## src/ris_pkg.sv

```systemverilog
// Constants and carriers for the clock interrupt status block
package ris_pkg;
  // Index/data port pair and status register index
  localparam logic [15:0] RIS_INDEX_PORT   = 16'h0070;
  localparam logic [15:0] RIS_DATA_PORT    = 16'h0071;
  localparam logic [6:0]  RIS_STATUS_INDEX = 7'h0c;
  localparam logic [6:0]  RIS_INDEX_RESET  = 7'h00;
  // Field positions inside rtc_irq_status
  localparam int RIS_SUMMARY_BIT  = 7;
  localparam int RIS_PERIODIC_BIT = 6;
  localparam int RIS_ALARM_BIT    = 5;
  localparam int RIS_UPDATE_BIT   = 4;
  localparam logic [3:0] RIS_RESERVED_VAL = 4'h0;
  localparam logic [7:0] RIS_STATUS_RESET = 8'h00;
  // Alarm fields at or above this value match anything
  localparam logic [7:0] RIS_WILDCARD_MIN = 8'hc0;
  // Periodic divider: counter width and reset value
  localparam int RIS_DIV_W = 15;
  localparam logic [RIS_DIV_W-1:0] RIS_DIV_RESET = 15'h0000;
  localparam logic [3:0] RIS_RATE_OFF = 4'h0;

  // Sticky flags of the status register
  typedef struct packed {
    logic summary;
    logic periodic;
    logic alarm;
    logic update;
  } ris_flags_t;

  // Source enables from control register B, same order as the sources
  typedef struct packed {
    logic periodic;
    logic alarm;
    logic update;
  } ris_enables_t;

  // Current time or alarm setting
  typedef struct packed {
    logic [7:0] hours;
    logic [7:0] minutes;
    logic [7:0] seconds;
  } ris_time_t;
endpackage : ris_pkg

```

## src/ris_status.sv

```systemverilog
// Interrupt status flags, alarm match and periodic divider of the clock
//
// Function
// - Summary flag sets when an enabled source flag rises from 0 to 1.
// - Summary flag sets when an enable turns on while its flag is set.
// - Summary flag clears on status read and clock-only reset; resets to 0.
// - Interrupt request is active with the summary flag, inactive while it is 0.
// - Source flags clear on status read and on clock-only reset.
// - Periodic flag sets on every periodic event, regardless of its enable.
// - Periodic event interval follows the rate selection field.
// - Alarm flag sets on every alarm event, regardless of its enable.
// - Alarm fires once per second when seconds, minutes, hours all match.
// - Alarm field values from c0 to ff match any current value.
// - Update-done flag sets at the end of every update cycle.
// - Status is reached by index 0c on port 70h, then data port 71h.
`timescale 1ns/1ns
module ris_status (
  input  wire logic                 CLK,
  input  wire logic                 RST_N,
  input  wire logic                 RTC_RESET,
  input  wire logic [15:0]          IO_ADDR,
  input  wire logic                 IO_WR,
  input  wire logic                 IO_RD,
  input  wire logic [7:0]           IO_WDATA,
  output logic      [7:0]           IO_RDATA,
  output logic                      IO_RVALID,
  input  wire ris_pkg::ris_enables_t IRQ_ENABLES,
  input  wire logic [3:0]           RATE_SEL,
  input  wire logic                 BASE_TICK,
  input  wire logic                 UPDATE_DONE,
  input  wire ris_pkg::ris_time_t   CUR_TIME,
  input  wire ris_pkg::ris_time_t   ALARM_TIME,
  output logic                      IRQ_REQ
);
  import ris_pkg::*;

  ris_flags_t               flags_q, flags_d;
  ris_enables_t             en_prev_q;
  logic [6:0]               index_q;
  logic [RIS_DIV_W-1:0]     div_q;
  logic [7:0]               rdata_q;
  logic                     rvalid_q;
  logic                     irq_q;
  logic                     status_rd;
  logic                     periodic_ev;
  logic                     alarm_match;
  logic                     alarm_ev;
  ris_enables_t             events;
  ris_enables_t             rising;
  ris_enables_t             en_rise;
  logic                     summary_set;

  // Wildcard-aware compare of one alarm field
  function automatic logic field_match(input logic [7:0] alarm, input logic [7:0] cur);
    field_match = (alarm >= RIS_WILDCARD_MIN) || (alarm == cur);
  endfunction : field_match

  // Divider terminal count for a rate code; code 0 stops the divider
  function automatic logic [RIS_DIV_W-1:0] rate_last(input logic [3:0] rate);
    logic [RIS_DIV_W:0] period;
    period    = (RIS_DIV_W+1)'(1) << (rate - 4'h1);
    rate_last = period[RIS_DIV_W-1:0] - (RIS_DIV_W)'(1);
  endfunction : rate_last

  // status reached through index then data port
  assign status_rd = IO_RD && (IO_ADDR == RIS_DATA_PORT) && (index_q == RIS_STATUS_INDEX);

  // three-field compare, sampled once per second at update end
  assign alarm_match = field_match(ALARM_TIME.seconds, CUR_TIME.seconds)
                    && field_match(ALARM_TIME.minutes, CUR_TIME.minutes)
                    && field_match(ALARM_TIME.hours, CUR_TIME.hours);
  assign alarm_ev    = UPDATE_DONE && alarm_match;

  // periodic event on the divider terminal count
  assign periodic_ev = BASE_TICK && (RATE_SEL != RIS_RATE_OFF) && (div_q >= rate_last(RATE_SEL));

  assign events = '{periodic: periodic_ev, alarm: alarm_ev, update: UPDATE_DONE};

  // a flag cleared by this read counts as 0, so an event now is a rise
  assign rising.periodic = events.periodic && (!flags_q.periodic || status_rd);
  assign rising.alarm    = events.alarm && (!flags_q.alarm || status_rd);
  assign rising.update   = events.update && (!flags_q.update || status_rd);
  assign en_rise         = IRQ_ENABLES & ~en_prev_q;

  // enabled rise; enable turned on over a set flag
  assign summary_set = |(rising & IRQ_ENABLES)
                    || (en_rise.periodic && flags_q.periodic)
                    || (en_rise.alarm && flags_q.alarm)
                    || (en_rise.update && flags_q.update);

  // Next flags: set beats the read clear, clock-only reset beats both
  always_comb begin
    flags_d = status_rd ? ris_flags_t'(RIS_STATUS_RESET[7:4]) : flags_q;
    if (events.periodic) begin
      flags_d.periodic = 1'b1;
    end
    if (events.alarm) begin
      flags_d.alarm = 1'b1;
    end
    if (events.update) begin
      flags_d.update = 1'b1;
    end
    if (summary_set) begin
      flags_d.summary = 1'b1;
    end
    // clock-only reset clears summary; and the sources
    if (RTC_RESET) begin
      flags_d = ris_flags_t'(RIS_STATUS_RESET[7:4]);
    end
  end

  // Sticky status flags
  always_ff @(posedge CLK) begin
    if (!RST_N) begin
      flags_q <= ris_flags_t'(RIS_STATUS_RESET[7:4]);
    end else begin
      flags_q <= flags_d;
    end
  end

  // request follows the summary flag from its own flop
  always_ff @(posedge CLK) begin
    if (!RST_N) begin
      irq_q <= 1'b0;
    end else begin
      irq_q <= flags_d.summary;
    end
  end

  // Previous enables, for spotting a write that turns one on
  always_ff @(posedge CLK) begin
    if (!RST_N) begin
      en_prev_q <= '0;
    end else begin
      en_prev_q <= IRQ_ENABLES;
    end
  end

  // index port latch; bit 7 of the written byte is not ours
  always_ff @(posedge CLK) begin
    if (!RST_N) begin
      index_q <= RIS_INDEX_RESET;
    end else if (IO_WR && (IO_ADDR == RIS_INDEX_PORT)) begin
      index_q <= IO_WDATA[6:0];
    end
  end

  // tick divider; restarts on terminal count or when stopped
  always_ff @(posedge CLK) begin
    if (!RST_N || RTC_RESET || (RATE_SEL == RIS_RATE_OFF)) begin
      div_q <= RIS_DIV_RESET;
    end else if (periodic_ev) begin
      div_q <= RIS_DIV_RESET;
    end else if (BASE_TICK) begin
      div_q <= div_q + (RIS_DIV_W)'(1);
    end
  end

  // read data is the flags before the clear; reserved bits read 0
  always_ff @(posedge CLK) begin
    if (!RST_N) begin
      rdata_q  <= RIS_STATUS_RESET;
      rvalid_q <= 1'b0;
    end else begin
      rvalid_q <= status_rd;
      if (status_rd) begin
        rdata_q <= {flags_q, RIS_RESERVED_VAL};
      end
    end
  end

  assign IO_RDATA  = rdata_q;
  assign IO_RVALID = rvalid_q;
  assign IRQ_REQ   = irq_q;
endmodule : ris_status

```

## config.mk

```make
export PLATFORM = sky130hd
export DESIGN_NAME = ris_status
export DESIGN_NICKNAME = d
export VERILOG_FILES = /design/src/ris_pkg.sv /design/src/ris_status.sv
export SDC_FILE = /design/constraint.sdc
export NUM_CORES = 1
export LEC_CHECK = 0
export BUFFER_PORTS_ARGS = -buffer_cell sky130_fd_sc_hd__buf_2
export CORE_UTILIZATION = 35
export DETAILED_ROUTE_END_ITERATION = 10
export PLACE_DENSITY_LB_ADDON = 0.25
export REMOVE_ABC_BUFFERS = 1
export SLEW_MARGIN = 5
export SYNTH_ARGS = -nofsm -noshare
export SYNTH_HDL_FRONTEND = slang
export SYNTH_SLANG_ARGS = --single-unit
```

## constraint.sdc

```tcl
create_clock -name CLK -period 5.1 [get_ports CLK]
set_input_delay 0.51 -clock CLK [delete_from_list [all_inputs] [get_ports CLK]]
set_output_delay 0.51 -clock CLK [all_outputs]
set_load 0.01 [all_outputs]
```

# Word-level counts from Yosys, hierarchy flattened
# Index checks and enable logic that the tools add are counted.
# word_totals
regBits	34
in_bits	86
output_inout_bits	10
elab_cells	72
# op_classes
addsub	3
order_cmp	4
n_eq_ne	6
shift	1
mux	5
bitwise_logic	4
reduce_logical	38
# ops
cell	count
$eq A16 B7 Y1 const B	2
$eq A8 B8 Y1	3
$ge A8 B8 Y1 const B	3
$add A15 B1 Y15 const B	1
$ge A15 B15 Y1	1
$shl A1 B4 Y15 const A	1
$sub A15 B1 Y15 const B	1
$logic_and A1 B1 Y1	14
$logic_or A1 B1 Y1	11
$reduce_bool A2 Y1	4
$eq A7 B4 Y1 const B	1
$and A3 B3 Y3	2
$logic_not A1 Y1	4
$logic_not A4 Y1	1
$mux W1	4
$mux W4	1
$reduce_bool A4 Y1	1
$reduce_or A2 Y1	2
$sub A4 B1 Y4 const B	1
$not A3 Y3	1
$reduce_or A3 Y1	1
$not A1 Y1	1

# Depth between registers and ports, before layout
# logic_depth
depth_word	12
depth_mapped	17
ltp_nobuf	15

# Worst setup path after synthesis
# Ideal clock, no wire load.
# synth_timing
path_type	input -> register
from	in RATE_SEL[3]
to	reg div_q[3]
setup_ns	0.064
t_arrival_ns	3.337
t_required_ns	5.036
setup_slack_ns	1.699
path_stages	16
n_path_buf	3
path_cell_list	buf_1 -> inv_1 -> nand2_1 -> or3_1 -> ha_1 -> clkbuf_1 -> nor3_1 -> a31oi_1 -> ha_1 -> o2111a_1 -> a211oi_1 -> nor3_1 -> a21oi_1 -> nand2_1 -> buf_6 -> nor2_1
# synth_via
elab_chain_len	6
word_cells_on_any_way	10
classes_between	add/sub: 2; order compare: 1; shift: 1; reduce/logical: 6
# synth_rtl
element	line	text
from (decl)	ris_status.sv:28	input wire logic [3:0] RATE_SEL,
$sub A4 B1 Y4	ris_status.sv:61	period = (RIS_DIV_W+1)'(1) << (rate - 4'h1);
$shl A1 B4 Y15	ris_status.sv:61	
$sub A15 B1 Y15	ris_status.sv:62	rate_last = period[RIS_DIV_W-1:0] - (RIS_DIV_W)'(1);
$ge A15 B15 Y1	ris_status.sv:75	assign periodic_ev = BASE_TICK && (RATE_SEL != RIS_RATE_OFF) && (div_q >= rate_last(RATE_SEL));
$logic_and A1 B1 Y1	ris_status.sv:75	
$reduce_or A2 Y1 (no line) *	--	
to (signal assigned)	ris_status.sv:155	div_q <= div_q + (RIS_DIV_W)'(1);
to (decl)	ris_status.sv:40	logic [RIS_DIV_W-1:0] div_q;
# Mark *: on every way between the ends. The rest lies on a longest branch, timed or not.
# A chain may end at the register's enable or synchronous reset.

# Final worst setup path
# layout_timing
from	in RATE_SEL[3]
to	reg div_q[0]
# The elaborated chain is that of the path after synthesis.

==> results.toml <==
[run_status]
status = "complete, but fails checks"
violations = "design-rule violations"

[clocking]
clk_pin_slew_worst_paths_ns = 0.07
htree_levels = 2
cts-buffers-inserted = 5
ctsHoldBuffers = 0
cts_resized = 0
root_buffer = "clkbuf_8"
cts.path.max_buffers = 2
clkSinkCount = 34
postCtsSetupBuffers = 0
clk_latency_ns = 0.29
cts_tree = "done"

[timing]
setup-tns-final_ns = 0
worst_slew_pin_slew_ns = 0.653
setup_viol = 0
clock.fmax_ghz = 0.273
slew_headroom_pct = 56.3
fin_skew_ns = 0.00475
drv_slew = 0
period_minus_slack_ns = 3.66
fin_ws_ns = 1.44
fin_crit_sh_pct = 71.8
hold_viol_final = 0
rsz0062_at_grt = "false"
holdWs_ns = 0.459

[finish]
drive_above_1_share_pct = 28.1
fin_nets = 476
syn2layout_area_growth_pct = 24.4
n_antenna_cell = 0
fillers = 661
instances_no_fill = 451

[detailed_routing]
vias = 2205
ant_nets = 0
totalWireLength_um = 4980
wl_per_cell_um = 11.0
vias_per_cell = 4.89
drc = 6
initialDrtViolationCount = 101
first_pass_iters = 7

[floorplanning]
die_h_um = 84.3
coreArea_um2 = 6460
pin_count = 96
start_util_pct = 36.7
rows = 29
die_x_um = 84.3
dieArea_um2 = 7100

[worst_setup_path]
crit_required_ns = 5.32
critPathCaptureType = "flip-flop"
start_kind = "input pin"
critPathArrivalTime_ns = 3.88
r2r_slack_ns = 2.89
worstSetupPathType = "in2reg"
path_max_fanout = 15

[power_and_ir_drop]
p_int_w = 0.000432
p_per_area_nw_per_um2 = 199
ir_drop_v = 0.000118
netSwitchingFraction_pct = 26.3
power_frac_seq_pct = 46.0
pwr-share-comb_pct = 18.5
pwr-share-clk_pct = 35.5
p_leak_nw = 1.29
power_switching_w = 0.000154

[logic_synthesis]
ys_seq_area_share_pct = 28.7
ys_warn_count = 0
yosys.area.top_type = "dfxtp_1"
synth_area_um2 = 2370
synth_edf_count = 0
async_reset_ff_share_pct = 0
synth_most_common_cell = "nor2_1"
ys_seq_elements = 34
synthTopCellsByArea = "dfxtp_1 29%, xnor2_1 13%, ha_1 9.0%"
syn-instance-count = 285
yosys-top-cells-count = "47 x nor2_1, 34 x dfxtp_1, 34 x xnor2_1"
synth_top_area_share_pct = 28.7
synthFlopType = "dfxtp_1"
synth.avg_cell_area_um2 = 8.31
synth.distinct_cells = 48

[run]
max_cap_viol_count = 0

[global_routing]
grt_max_degree = 16
grt_pass1_vias = 2022
grt_use_total_pct = 14.3
overflow = 0
grt_pass1_wl_um = 8420
grt_antenna_before_repair = 0

[placement]
gp_congestion = 0.826
place_ws_ns = 1.14
dp_hpwl_um = 4090
port_buffers = 90
placed_cells = 443

[worst_hold_path]
hp-class = "in2reg"
[metrics by stage]
stage | cell area (µm²) | util, % | total power, W
2_1_floorplan | 2300 | - | 0.000332
3_3_place_gp | 2850 | 44.1 | 0.000383
3_5_place_dp | 2850 | 44.1 | 0.000386
4_1_cts | 2950 | 45.6 | 0.000596
5_1_grt | 2950 | 45.6 | 0.000616
6_report | 2950 | 45.6 | 0.000586
[state kept, by name, summed over array words and instances, names as in the netlist]
register   count
en_prev_q      3
IRQ_REQ        1
IO_RVALID      1
div_q         15
flags_q        3
index_q        7
IO_RDATA       4
[logic make-up after synthesis]
kind of cell | after synthesis | share of synthesized area (%)
AOI/OAI and AO/OA | 39 | 10.7
other | 1 | 0.158
and+or+nand+nor | 122 | 26.9
xor gates and xnor gates | 40 | 14.8
buffers and inverters | 20 | 4.65
adders and majority gates | 17 | 8.98
muxes | 12 | 5.07
DFF | 34 | 28.7
[layer usage]
layer / global-route usage, % / wire length [µm] / up-vias / share of wire (%)
met1: 16.8 / 2200 / 968 / 44
met5: 0 / 0 / - / 0
li1: - / - / 1168 / -
met3: 3.44 / 262 / 5 / 5.3
met2: 26.2 / 2470 / 64 / 50
met4: 3.29 / 42 / 0 / 0.84
[cell type report]
| type | count | area (µm²) | area share (%) |
|---|---|---|---|
| Clock buffer | 6 | 82.6 | 2.80 |
| Clock inverter | 2 | 12.5 | 0.425 |
| Inverter | 7 | 26.3 | 0.892 |
| Multi-Input combinational cell | 234 | 1590 | 54.0 |
| Sequential cell | 34 | 681 | 23.1 |
| Tap cell | 77 | 96.3 | 3.27 |
| Timing Repair Buffer | 91 | 458 | 15.5 |
[path summary, 6_finish.rpt]
check,start,endpoint,cells past startpoint
worst min register to register,index_q[2],index_q[2],2
worst max register to register,div_q[11],div_q[0],7
worst min-delay path,RST_N,en_prev_q[0],2
worst max-delay path,RATE_SEL[3],div_q[0],15
[critical path: stages]
cell and delay, ns:
buf_2 0.17, inv_1 0.18, nand2_1 0.14, or3_1 0.36, ha_1 0.35, nor3_1 0.24, a21oi_1 0.06, a2bb2oi_1 0.16
ha_1 0.32, o2111a_1 0.14, a211oi_1 0.28, nor3_1 0.10, a21oi_1 0.28, nand2_1 0.38, nor2_1 0.20
[power by group through the flow]
stage / clock (W) / combinational, W / sequential, W
global route: 0.000224 / 0.000123 / 0.000270
detailed placement: 0 / 0.000110 / 0.000276
floorplan: 0 / 0.0000561 / 0.000275
CTS: 0.000216 / 0.000110 / 0.000270
global placement: 0 / 0.000107 / 0.000276
finish: 0.000208 / 0.000109 / 0.000270
[cell usage in the layout, fill, tap and decap left out, types with 11 or more instances in the layout]
cell,Yosys,final
nor3_1,11,11
buf_2,1,90
dfxtp_1,34,34
mux2i_1,12,12
nand2_1,25,25
ha_1,17,17
xnor2_1,34,34
a21oi_1,11,11
nand4_1,14,14
nor2_1,47,47
Power figures use the tool's default switching activity.
